$ cat src/core/pex_pkg.sv
// Constants, field layouts and carrier types of the exception dispatch block
package pex_pkg;
  // Instruction opcodes
  localparam logic [5:0] OPC_SYS_CALL = 6'h00;
  localparam logic [5:0] OPC_FP_IEEE = 6'h16;
  localparam logic [3:0] OPC_FP_GROUP = 4'h5;
  localparam logic [5:0] OPC_REG_READ = 6'h19;
  localparam logic [5:0] OPC_PRIV_LOAD = 6'h1b;
  localparam logic [5:0] OPC_REG_WRITE = 6'h1d;
  localparam logic [5:0] OPC_EXC_RETURN = 6'h1e;
  localparam logic [5:0] OPC_PRIV_STORE = 6'h1f;
  // Privileged load/store field positions
  localparam int POS_REAL = 15;
  localparam int POS_OTHER = 14;
  localparam int POS_RWC = 13;
  localparam int POS_QUAD = 12;
  localparam int POS_HINT_POP = 15;
  // Handler entry offsets, bits 13..0 of the handler address
  localparam logic [13:0] ENTRY_RESET = 14'h0000;
  localparam logic [13:0] ENTRY_MACHINE_CHECK_ENTRY = 14'h0020;
  localparam logic [13:0] ENTRY_MATH = 14'h0060;
  localparam logic [13:0] ENTRY_INTR = 14'h00e0;
  localparam logic [13:0] ENTRY_INSTR_TLB_MISS_ENTRY = 14'h03e0;
  localparam logic [13:0] ENTRY_INSTR_ACCESS_VIOLATION_ENTRY = 14'h07e0;
  localparam logic [13:0] ENTRY_ILLEGAL = 14'h13e0;
  localparam logic [13:0] ENTRY_FP_OFF = 14'h17e0;
  localparam logic [1:0] ENTRY_CALL_HI = 2'h2;
  // Priority ranks, lower is more urgent
  localparam logic [3:0] RANK_RESET = 4'h0;
  localparam logic [3:0] RANK_NONE = 4'hf;
  localparam logic [1:0] MODE_KERNEL = 2'h0;
  // Register byte offsets
  localparam logic [7:0] REG_CTRL = 8'h00;
  localparam logic [7:0] REG_BASE = 8'h04;
  localparam logic [7:0] REG_ERA_LO = 8'h08;
  localparam logic [7:0] REG_ERA_HI = 8'h0c;
  localparam logic [7:0] REG_STATUS = 8'h10;
  localparam logic [7:0] REG_FETCH = 8'h14;
  // Values after reset
  localparam logic [19:0] RST_BASE = 20'h00000;
  localparam logic [1:0] RST_MODE = 2'h0;

  typedef enum logic [1:0] {PEX_RUN, PEX_DRAIN, PEX_DISPATCH} pex_fsm_t;

  typedef struct packed {
    logic valid;
    logic [31:0] word;
    logic [33:0] pc;
    logic [33:0] rb;
  } pex_issue_t;

  typedef struct packed {
    logic machine_check_entry;
    logic math;
    logic intr;
    logic corr_err;
    logic dstream;
    logic [13:0] ds_off;
    logic instr_tlb_miss_entry;
    logic instr_access_violation_entry;
    logic [33:0] pc;
  } pex_fault_t;

  typedef struct packed {
    logic rf_busy;
    logic may_fault;
    logic fill_busy;
  } pex_drain_t;

  typedef struct packed {
    logic valid;
    logic store;
    logic phys;
    logic lock;
    logic rw_check;
    logic quad;
    logic [1:0] mode;
    logic [4:0] ra;
    logic [33:0] addr;
  } pex_mem_req_t;

  typedef struct packed {
    logic valid;
    logic [33:0] target;
  } pex_redirect_t;

  typedef struct packed {
    logic push;
    logic pop;
    logic [33:0] addr;
  } pex_ras_t;

  typedef struct packed {
    pex_fsm_t fsm;
    logic hw_en;
    logic fp_en;
    logic [1:0] cur_mode;
    logic [1:0] sub_mode;
    logic [19:0] base;
    logic [33:0] era;
    logic priv;
    logic [3:0] rank;
    logic [13:0] entry;
    logic [33:0] save_pc;
    logic [13:0] last_entry;
    logic [33:0] fetch;
    logic wr_pend;
    logic [7:0] wr_addr;
    logic [31:0] rdata;
    pex_mem_req_t mreq;
    pex_redirect_t redir;
    pex_ras_t ras;
    logic boot;
  } pex_state_t;
endpackage

$ cat src/core/pex_dispatch.sv
// Privileged memory access decode, exception return and exception dispatch
//
// Implementation choices: the AHB-Lite slave port and the placing of the registers.
`timescale 1ns/10ps

// Summary of operation
// - Opcode 27 is privileged load, 31 privileged store, normal register fields.
// - Address is sext displacement plus RB, low two bits cleared, bit 2 if quad.
// - Displacement field is a signed twelve-bit byte offset.
// - Real select clear means virtual, translated; set means physical address.
// - Virtual checks use status mode, or substitute mode when other select set.
// - Real and other select both set give physical load-locked/store-conditional.
// - Read-plus-write probe on virtual load asks both permission checks.
// - Length is quadword when eight-byte bit set, else longword.
// - Opcode 30 is the return-from-exception instruction.
// - Return loads fetch pointer from return address with two low bits zero.
// - Return sets privileged state from bit 0 of return address.
// - Bits 15..14 are hints; return address pushed on return stack.
// - Exception drains pipeline, saves PC, then dispatches.
// - Drain waits for register writers, in-flight work that may still fault, and fills.
// - Pending exceptions taken in fixed priority, reset first, float-off last.
// - Handler address bits 13..0 from entry, 33..14 from handler base.
// - Entry offsets fixed per cause as hexadecimal constants, except D-stream (ds_off from the fault) and system call.
// - System call picks one of 128 entries; bit7 low outside kernel is illegal.
// - Float-off entry on disabled unit, infinite rounding or bad datatype.
// - Corrected errors use interrupt entry; uncorrected use machine check.
// - Privileged instructions fault outside privileged state unless enabled in kernel.
// - System call saves the address of the following instruction.
module pex_dispatch
  import pex_pkg::*;
(
  input wire logic core_clk,
  input wire logic rstn,
  input wire logic hsel,
  input wire logic [31:0] haddr,
  input wire logic [1:0] htrans,
  input wire logic hwrite,
  input wire logic [2:0] hsize,
  input wire logic [31:0] hwdata,
  input wire logic hready,
  output logic hreadyout,
  output logic [31:0] hrdata,
  output logic hresp,
  input pex_issue_t issue,
  input pex_fault_t fault,
  input pex_drain_t drain,
  output pex_mem_req_t mem_req,
  output pex_redirect_t redirect,
  output pex_ras_t ras,
  output logic cancel_younger,
  output logic privileged_code_state
);

  pex_state_t s;
  pex_state_t next_s;

  // Decode results, shared with the checks below
  logic take;
  logic [5:0] opc;
  logic op_priv;
  logic priv_ok;
  logic kernel;
  logic bad_priv;
  logic call;
  logic call_bad;
  logic fp_off;
  logic [9:1] vec;
  logic [3:0] rank;
  logic [13:0] entry;
  logic [33:0] ret_pc;
  logic [33:0] ea;
  logic drained;
  logic bus_sel;

  // Unused by this slave: only whole-word transfers reach it
  logic unused_size;
  assign unused_size = |hsize;

  // Zero-wait slave that always answers OKAY
  assign hreadyout = 1'b1;
  assign hresp = 1'b0;
  assign hrdata = s.rdata;
  assign mem_req = s.mreq;
  assign redirect = s.redir;
  assign ras = s.ras;
  assign privileged_code_state = s.priv;
  // Younger work is squashed from detection until the handler is entered
  assign cancel_younger = (s.fsm != PEX_RUN) || (rank != RANK_NONE);

  ////////////////////////////////////////////////////////////////////////////
  // Register read mux, sampled in the address phase
  function automatic logic [31:0] rd_word(input logic [7:0] a, input pex_state_t st);
    logic [31:0] w;
    w = 32'h0;
    if (a == REG_CTRL) begin
      w = {26'h0, st.sub_mode, st.cur_mode, st.fp_en, st.hw_en};
    end else if (a == REG_BASE) begin
      w = {12'h0, st.base};
    end else if (a == REG_ERA_LO) begin
      w = st.era[31:0];
    end else if (a == REG_ERA_HI) begin
      w = {30'h0, st.era[33:32]};
    end else if (a == REG_STATUS) begin
      // Bits 15..3 read as zero; state code sits just above the privilege bit
      w = {2'h0, st.last_entry, 13'h0, st.fsm, st.priv};
    end else if (a == REG_FETCH) begin
      w = st.fetch[31:0];
    end
    return w;
  endfunction

  ////////////////////////////////////////////////////////////////////////////
  // Next-state logic
  always_comb begin
    next_s = s;
    next_s.mreq.valid = 1'b0;
    next_s.redir.valid = 1'b0;
    next_s.ras.push = 1'b0;
    next_s.ras.pop = 1'b0;
    next_s.boot = 1'b0;

    // Instruction decode
    opc = issue.word[31:26];
    take = issue.valid && (s.fsm == PEX_RUN);
    kernel = (s.cur_mode == MODE_KERNEL);
    op_priv = (opc == OPC_PRIV_LOAD) || (opc == OPC_PRIV_STORE) ||
              (opc == OPC_EXC_RETURN) || (opc == OPC_REG_READ) ||
              (opc == OPC_REG_WRITE);
    priv_ok = s.priv || (s.hw_en && kernel);
    bad_priv = take && op_priv && !priv_ok;
    call = take && (opc == OPC_SYS_CALL);
    // Only 0x00-0x3f and 0x80-0xbf have entries; the low half needs kernel
    call_bad = (issue.word[25:8] != 18'h0) || issue.word[6] ||
               (!issue.word[7] && !kernel);
    fp_off = take && (opc[5:2] == OPC_FP_GROUP) &&
             (!s.fp_en || ((opc == OPC_FP_IEEE) &&
              (issue.word[11] || (issue.word[10:9] == 2'h1))));

    // Pending causes in priority order, index 1 most urgent
    vec[1] = fault.machine_check_entry;
    vec[2] = fault.math;
    vec[3] = fault.intr || fault.corr_err;
    vec[4] = fault.dstream;
    vec[5] = fault.instr_tlb_miss_entry;
    vec[6] = fault.instr_access_violation_entry;
    vec[7] = call && !call_bad;
    vec[8] = bad_priv || (call && call_bad);
    vec[9] = fp_off;
    rank = RANK_NONE;
    for (int i = 9; i >= 1; i--) begin
      if (vec[i]) begin
        rank = 4'(i);
      end
    end

    // Entry offset for the winning cause
    case (rank)
      4'h1: entry = ENTRY_MACHINE_CHECK_ENTRY;
      4'h2: entry = ENTRY_MATH;
      4'h3: entry = ENTRY_INTR;
      4'h4: entry = fault.ds_off;
      4'h5: entry = ENTRY_INSTR_TLB_MISS_ENTRY;
      4'h6: entry = ENTRY_INSTR_ACCESS_VIOLATION_ENTRY;
      // Call slots are 64 bytes apart; bit 7 moves the slot up by 4 KB
      4'h7: entry = {ENTRY_CALL_HI | {1'b0, issue.word[7]}, issue.word[5:0], 6'h0};
      4'h8: entry = ENTRY_ILLEGAL;
      4'h9: entry = ENTRY_FP_OFF;
      default: entry = ENTRY_RESET;
    endcase
    // System call returns past itself; other local faults re-execute
    if (rank == 4'h7) begin
      ret_pc = issue.pc + 34'h4;
    end else if (rank >= 4'h8) begin
      ret_pc = issue.pc;
    end else begin
      ret_pc = fault.pc;
    end

    // Privileged effective address
    ea = 34'({{22{issue.word[11]}}, issue.word[11:0]} + issue.rb);
    ea[1:0] = 2'h0;
    if (issue.word[POS_QUAD]) begin
      ea[2] = 1'b0;
    end
    drained = !drain.rf_busy && !drain.may_fault && !drain.fill_busy;

    // Bus write lands in the data phase
    if (s.wr_pend) begin
      if (s.wr_addr == REG_CTRL) begin
        next_s.hw_en = hwdata[0];
        next_s.fp_en = hwdata[1];
        next_s.cur_mode = hwdata[3:2];
        next_s.sub_mode = hwdata[5:4];
      end else if (s.wr_addr == REG_BASE) begin
        next_s.base = hwdata[19:0];
      end else if (s.wr_addr == REG_ERA_LO) begin
        next_s.era[31:0] = hwdata;
      end else if (s.wr_addr == REG_ERA_HI) begin
        next_s.era[33:32] = hwdata[1:0];
      end
    end
    bus_sel = hsel && htrans[1] && hready;
    next_s.wr_pend = bus_sel && hwrite;
    if (bus_sel) begin
      next_s.wr_addr = haddr[7:0];
      next_s.rdata = hwrite ? 32'h0 : rd_word(haddr[7:0], s);
    end

    // Sequencer; hardware saves win over a software write in the same cycle
    case (s.fsm)
      PEX_RUN: begin
        if (rank != RANK_NONE) begin
          next_s.fsm = PEX_DRAIN;
          next_s.rank = rank;
          next_s.entry = entry;
          next_s.save_pc = ret_pc;
        end else if (take && (opc == OPC_PRIV_LOAD || opc == OPC_PRIV_STORE)) begin
          next_s.mreq.valid = 1'b1;
          next_s.mreq.store = (opc == OPC_PRIV_STORE);
          next_s.mreq.ra = issue.word[25:21];
          next_s.mreq.addr = ea;
          next_s.mreq.phys = issue.word[POS_REAL];
          next_s.mreq.mode = issue.word[POS_OTHER] ? s.sub_mode : s.cur_mode;
          next_s.mreq.lock = issue.word[POS_REAL] && issue.word[POS_OTHER];
          next_s.mreq.rw_check = issue.word[POS_RWC] && !issue.word[POS_REAL] &&
                                 (opc == OPC_PRIV_LOAD);
          next_s.mreq.quad = issue.word[POS_QUAD];
        end else if (take && opc == OPC_EXC_RETURN) begin
          next_s.redir.valid = 1'b1;
          next_s.redir.target = {s.era[33:2], 2'h0};
          next_s.fetch = {s.era[33:2], 2'h0};
          next_s.priv = s.era[0];
          next_s.ras.push = 1'b1;
          next_s.ras.addr = s.era;
          next_s.ras.pop = issue.word[POS_HINT_POP];
        end
      end
      PEX_DRAIN: begin
        // A more urgent outside event arriving mid-drain takes over
        if (rank != RANK_NONE && rank < s.rank) begin
          next_s.rank = rank;
          next_s.entry = entry;
          next_s.save_pc = ret_pc;
        end
        if (drained) begin
          next_s.era = next_s.save_pc;
          next_s.fsm = PEX_DISPATCH;
        end
      end
      default: begin
        next_s.redir.valid = 1'b1;
        next_s.redir.target = {s.base, s.entry};
        next_s.fetch = {s.base, s.entry};
        next_s.priv = 1'b1;
        next_s.last_entry = s.entry;
        next_s.rank = RANK_NONE;
        next_s.fsm = PEX_RUN;
      end
    endcase
  end

  ////////////////////////////////////////////////////////////////////////////
  // State register; reset enters the reset handler from any point
  always_ff @(posedge core_clk or negedge rstn) begin
    if (!rstn) begin
      s <= '0;
      s.fsm <= PEX_DISPATCH;
      s.entry <= ENTRY_RESET;
      s.rank <= RANK_RESET;
      s.base <= RST_BASE;
      s.cur_mode <= RST_MODE;
      s.sub_mode <= RST_MODE;
      s.priv <= 1'b1;
      s.boot <= 1'b1;
    end else begin
      s <= next_s;
    end
  end
endmodule

$ cat config.mk
export PLATFORM = sky130hd
export DESIGN_NAME = pex_dispatch
export DESIGN_NICKNAME = d
export VERILOG_FILES = /design/src/core/pex_pkg.sv /design/src/core/pex_dispatch.sv
export SDC_FILE = /design/constraint.sdc
export NUM_CORES = 1
export LEC_CHECK = 0
export BUFFER_PORTS_ARGS = -buffer_cell sky130_fd_sc_hd__buf_2
export CAP_MARGIN = 30
export CORE_AREA = 2 2 217 155
export CTS_CLUSTER_DIAMETER = 150
export DETAILED_ROUTE_END_ITERATION = 16
export DIE_AREA = 0 0 219 157
export GPL_TIMING_DRIVEN = 0
export PLACE_DENSITY = 0.8
export SYNTH_ARGS = -nofsm -noshare
export SYNTH_HDL_FRONTEND = slang
export SYNTH_SLANG_ARGS = --single-unit
$ cat constraint.sdc
create_clock -name core_clk -period 10.4 [get_ports core_clk]
set_input_delay 1.04 -clock core_clk [delete_from_list [all_inputs] [get_ports core_clk]]
set_output_delay 1.04 -clock core_clk [all_outputs]
set_load 0.1 [all_outputs]
[Word level (Yosys, flattened, before mapping)]
Index checks and enable logic that the tools add are counted.
Operators by class
  magnitude comparators: 2
  mux-type cells: 51
  bitwise logic cells: 4
  reductions and logical operators: 61
  eq/ne operators: 33
  add/subtract/negate cells: 2
Operator list (count)
  $mux 32: 11
  $mux 34: 7
  $mux 71: 2
  $pmux 14 s9: 1
  $mux 118: 1
  $mux 52: 2
  $pmux 48 s2: 1
  $mux 47: 2
  $pmux 35 s2: 1
  $pmux 32 s2: 1
  $eq 6x5->1 const B: 6
  $mux 36: 1
  $add 34x3->34 const B: 1
  $add 34x34->34: 1
  $eq 8x4->1 const B: 4
  $mux 4: 7
  $logic_and 1x1->1: 22
  $eq 4x3->1 const B: 5
  $reduce_bool 18->1: 1
  $eq 8x3->1 const B: 2
  $eq 8x5->1 const B: 2
  $logic_not 8->1: 2
  $logic_or 1x1->1: 12
  $mux 2: 5
  23 further kinds: 53
Storage, ports and cells
  word-level logic and storage cells: 183
  output and inout port bits: 154
  bits of input ports: 233
  register bits: 318

[Depth between registers and ports, before layout]
  depth in word-level cells: 22
  mapped depth: 18
  gate-level depth less buffers: 15

[Worst setup path before layout]
Ideal clock, no wire load.
  path kind: input -> register
  from: input issue[99] (netlist bit)
  to: register s[244] (netlist bit)
  cell stages on the path: 16
  arrival: 3.780 ns
  setup time: 0.136 ns
  slack: 6.484 ns
  data required time: 10.264 ns
  buffers on the path: 2
  path through: nor4b_4 -> and3_1 -> nand3_2 -> and3_1 -> nor3_1 -> a21boi_0 -> ha_1 -> a21oi_1 -> nand2_1 -> and2_1 -> o21a_1 -> a211o_1 -> buf_2 -> buf_2 -> nand2_1 -> o21ai_0
Between the ends
  word-level cells in the longest chain between the ends: 20
  elaborated cells between the ends (all ways): 50
  classes of those cells: order compare (1); eq/ne (19); mux (13); reduce/logical (17)
RTL lines
  from (decl): line pex_dispatch.sv:44  | input pex_issue_t issue,
  $eq 6x5->1: line pex_dispatch.sv:126  | op_priv = (opc == OPC_PRIV_LOAD) || (opc == OPC_PRIV_STORE) ||
  $logic_or 1x1->1 (2 in a row): line pex_dispatch.sv:126
  $logic_or 1x1->1 (2 in a row): line pex_dispatch.sv:127  | (opc == OPC_EXC_RETURN) || (opc == OPC_REG_READ) ||
  $logic_and 1x1->1 (2 in a row): line pex_dispatch.sv:130  | bad_priv = take && op_priv && !priv_ok;
  $logic_or 1x1->1: line pex_dispatch.sv:147  | vec[8] = bad_priv || (call && call_bad);
  $mux 3: line pex_dispatch.sv:151  | if (vec[i]) begin
  $mux 4 (*) (7 in a row): line pex_dispatch.sv:151
  $eq 4x4->1 (tied with other cells): line pex_dispatch.sv:157  | case (rank)
  $pmux 14 s9 or $logic_and 1x1->1 (tied branches): line pex_dispatch.sv:157, pex_dispatch.sv:240
  $mux 52 (tied with other cells): line pex_dispatch.sv:240  | if (rank != RANK_NONE && rank < s.rank) begin
  $pmux 48 s2 or $reduce_and 3->1 (tied branches)
  to (signal assigned): line pex_dispatch.sv:276  | s <= next_s;
  to (decl): line pex_dispatch.sv:54  | pex_state_t s;
Every way passes the cells marked *; elsewhere a longest branch is shown, timed or not. The select of a mux whose other input is x is not followed.
A chain may end at the register's enable or synchronous reset.

[Final worst setup path]
  from: input issue[89] (netlist bit)
  to: register s[255] (netlist bit)
Between the ends
  word-level cells in the longest chain between the ends: 17
  elaborated cells between the ends (all ways): 34
  classes of those cells: order compare (1); eq/ne (12); mux (12); reduce/logical (9)
RTL lines
  $reduce_bool 18->1 (*): line pex_dispatch.sv:133  | call_bad = (issue.word[25:8] != 18'h0) || issue.word[6] ||
  $logic_or 1x1->1 (*) (2 in a row): line pex_dispatch.sv:133
  $logic_and 1x1->1: line pex_dispatch.sv:147
  $logic_or 1x1->1: line pex_dispatch.sv:147
  $mux 3: line pex_dispatch.sv:151
  $mux 4 (*) (7 in a row): line pex_dispatch.sv:151
  $eq 4x4->1 (tied with other cells): line pex_dispatch.sv:157
  $pmux 14 s9 or $logic_and 1x1->1 (tied branches): line pex_dispatch.sv:157, pex_dispatch.sv:240
  $mux 52 (tied with other cells): line pex_dispatch.sv:240
  $pmux 48 s2 or $reduce_and 3->1 (tied branches)
Marked as above.

==> results summary <==
The number of antenna violations at the first check in global routing is 13. Counting buffers and inverters, the worst setup path is 14 cells deep. The accumulated negative setup slack came out at 0 ns. The type of element launching the critical path is an input pin. After clock tree synthesis, the setup repair step added 0 buffers. After detailed routing, the number of remaining DRC violations is 0. The slew at the pin closest to its max-slew limit is 0.911 ns. The proportion of netlist area held by the largest area contributor is 0.450.

The all-layer global routing usage came out at 0.363. The leakage power figure came out at 10.8 nW. The number of cells on the worst hold path is 2.

The critical path is of the input pin to register type. The via count of the first global-routing pass was 15400. The number of rows created at floorplan is 55.

Clock skew on the completed layout was measured at 0.00961 ns. The mean area per synthesized cell came out at 9.27 um2. The flow ran to the end, and the final reports show no timing, DRC or antenna violations. Among all flip-flop cells after synthesis, the most frequent one is dfrtp_1.

The depth of the worst register-to-register path came out at 13. The number of setup violations in the final report is 0. The distinct cell type count after synthesis came out at 71. STA classifies the critical path endpoint as a register. The number of instances in the synthesized netlist is 1894.

The floorplan step defined a die boundary enclosing 0.0344 mm2. The final critical path time including I/O delays and setup came out at 5.02 ns. The global-route wire length before repair came out at 92700 um.

Walking the worst path, the cells encountered are buf_2 > nor4_1 > o2111ai_1 > or2_1 > o21ai_1 > inv_2 > clkbuf_1 > ha_1 > and2_1 > o21a_1 > a211o_1 > clkbuf_1 > a211oi_1 > a21oi_1. The number of DRC markers after the initial detailed-route iteration came out at 1781. The number of hold-slack violations in the final timing report came out at 0. The multi-input combinational cell area is 0.00787 mm2. Of the available clock period, the critical path in the final layout requires 0.483.

The number of standard cells in the final layout excluding fillers is 2746. The first TritonRoute pass finished after 5 iterations. TritonCTS built the clock tree.

The register clock-pin slew on the reported worst setup and hold paths came out at 0.06 ns. For this design, the slowest cell found on the critical path is nor4_1. By instance count, the cell type seen most on the critical path is clkbuf_1. After synthesis, the most frequently instantiated cells are 413 x nand2_1, 316 x dfrtp_1, 159 x buf_4. The flip-flop and latch count after synthesis is 318. Setup repair after global routing left no endpoint under its margin.

The cell family contributing the most delay on the critical path is compound AO/OA/AOI/OAI gates. The max-cap violation count is 0. The number of buffers added to fix hold violations after cts came out at 0.

The number of slew-limit violations in the final report is 0. The sequential cell area in the final layout came out at 0.00796 mm2. The async set or reset register ratio after synthesis is 1.00.

The average detailed-routed wire length per instance came out at 22.8 um. The buffering stage count on the worst path with inverters included is 4. The boundary pin count came out at 387. The detailed-placement wirelength estimate is 49800 um. The clock net in this run drives a total of 318 sinks. The total wire length after detailed routing is 62700 um. The power density over the cells came out at 210 mW/mm2. The tightest min-delay check is of the register to register type.

The total number of vias is 16400. In this run the clock root is driven by a clkbuf_16. The fraction of the yosys area taken by sequential cells came out at 0.453. After synthesis the cells add up to 0.0176 mm2. For this configuration, the core starts out at a cell density of 0.548.

The data required time of the worst path came out at 10.84 ns. The number of nets with antenna violations after routing came out at 0. Yosys attributes the largest share of cell area to dfrtp_1 45%, nand2_1 8.8%, buf_4 6.8%.

In this run the number of H-tree levels came out at 1. The clock tree buffer depth came out at 3. In the final layout, the share of cells above drive strength 1 is 0.296. The global placer's final weighted congestion came out at 1.00. The worst pin sits at a relative slew slack of 0.387. The total of buffers placed on input and output ports is 351.

In this run, CTS created clock tree buffers numbering 31. The worst endpoint data arrival time is 5.46 ns. The largest vdd supply drop is 0.178 mV. Across all setup checks in the final design, the least slack found is 5.38 ns. The most frequently used cell type in the post-synthesis netlist is nand2_1. The maximum operating frequency came out at 199 MHz.

The largest net degree at the start of global routing came out at 125. The number of filler cells placed in the layout is 2712. The number of enable-type register cells in the synthesized netlist is 0. The stage delay of the slowest cell on the critical path came out at 0.63 ns. The number of placed instances, taps included, is 2677. The net total in the final layout came out at 2552. In this run the worst path has a maximum fanout of 10. For this run, the number of Yosys warnings is 0. The routed via count divided by cell count came out at 5.99. The insertion delay of the later-clocked pin in the worst-skew pair came out at 0.58 ns.

The worst setup slack after placement is 5.02 ns. The floorplan die width is 219 um. The largest total area in the synthesized netlist belongs to dfrtp_1.

Gates resized during post-CTS repair numbered 0. The core region is 0.0321 mm2. The die boundary height came out at 157 um.

The sum of overflow across all layers after global routing is 0. The signed area change from the synthesized netlist to the final layout is 19.5%.
where the power goes:
| group | switching, mW | leakage, nW | internal [mW] |
|---|---|---|---|
| registers | 0.319 | 4.10 | 1.51 |
| clock network | 0.500 | 0.512 | 0.642 |
| logic | 0.979 | 6.16 | 0.455 |
sequential cells by signal, indices dropped and copies added, names as in the netlist:
| name | cells |
|---|---|
| hrdata | 32 |
| mem_req | 45 |
| privileged_code_state | 1 |
| ras | 36 |
| redirect | 35 |
| s | 169 |
layer usage:
metal | part of all wire | GRT usage
met5 | 0 | 0
met4 | 0.032 | 0.116
met3 | 0.13 | 0.111
met2 | 0.41 | 0.513
met1 | 0.43 | 0.530
stage by stage:
step | hold WS (ns) | instance area [um2] | power (mW) | utilization
floorplan | 0.444 | 17600 | 2.76 | -
global placement | 0.459 | 19900 | 3.19 | 0.619
detailed placement | 0.465 | 19900 | 3.23 | 0.621
CTS | 0.481 | 21000 | 4.37 | 0.654
global route | 0.498 | 21000 | 4.57 | 0.654
finish | 0.478 | 21000 | 4.41 | 0.654
worst register-to-register path, cell delays in order, from the launching register on:
cell	delay, ns
dfrtp_1	0.41
nor2_1	0.20
o2111ai_1	0.25
or2_1	0.37
o21ai_1	0.61
inv_2	0.17
clkbuf_1	0.31
ha_1	0.38
and2_1	0.14
o21a_1	0.16
a211o_1	0.34
clkbuf_1	0.27
a211oi_1	0.46
a21oi_1	0.07
path summary, 6_finish.rpt:
path,end,startpoint,slack (ns)
setup / recovery,s[255],issue[89],5.38
hold reg to reg,mem_req[40],mem_req[40],0.48
max in group asynchronous,redirect[24],rstn,8.80
setup reg to reg,s[255],s[317],6.12
hold / removal,mem_req[40],mem_req[40],0.48
min in group asynchronous,mem_req[28],rstn,0.49
logic make-up (layout without fill, tap and decap cells):
kind of cell / Yosys count / count (layout) / share of synthesized area
AND/OR/NAND/NOR: 624 / 624 / 0.156
AO/OA/AOI/OAI: 478 / 478 / 0.178
flip-flops: 318 / 318 / 0.453
buffers and inverters: 285 / 696 / 0.0988
multiplexers: 122 / 122 / 0.0737
adder cells (fa/ha/maj): 36 / 36 / 0.0256
XOR/XNOR: 29 / 29 / 0.0145
other: 2 / 16 / 0.000428
layout make-up:
type                    count  area share
diodes                     12     0.00143
plain buffers             259      0.0780
clock buffers              44      0.0441
clock inverters            13     0.00489
inverters                  26     0.00465
multi-input cells        1293       0.375
flip-flops and latches    318       0.379
well taps                 427      0.0255
repair buffers            354      0.0870
placed cells by master (no fill, tap or decap), types with 9 or more instances in the layout:
master	netlist	routed
clkbuf_8	0	10
dfrtp_1	316	316
buf_4	159	159
o221ai_1	17	17
o21ai_1	16	16
clkbuf_16	0	31
nand4_1	16	16
a211oi_1	16	16
a22oi_1	19	19
o22ai_1	11	11
a21o_1	14	14
a22o_1	20	20
o21a_1	23	23
xor2_1	10	10
nand3_1	55	55
buf_2	31	382
clkbuf_1	57	60
and2_1	14	14
mux2i_1	64	64
xnor2_1	19	19
ha_1	36	36
diode_2	0	12
inv_1	23	23
a31oi_1	35	35
nor2_1	39	39
and3_1	15	15
o21ai_0	126	126
o31ai_1	35	35
a21boi_0	13	13
nand2_1	413	413
a21oi_1	70	70
nor3_1	24	24
a221oi_1	15	15
nor4_1	9	9
mux2_2	58	58
Note: power is estimated with default switching activity, not from simulation.
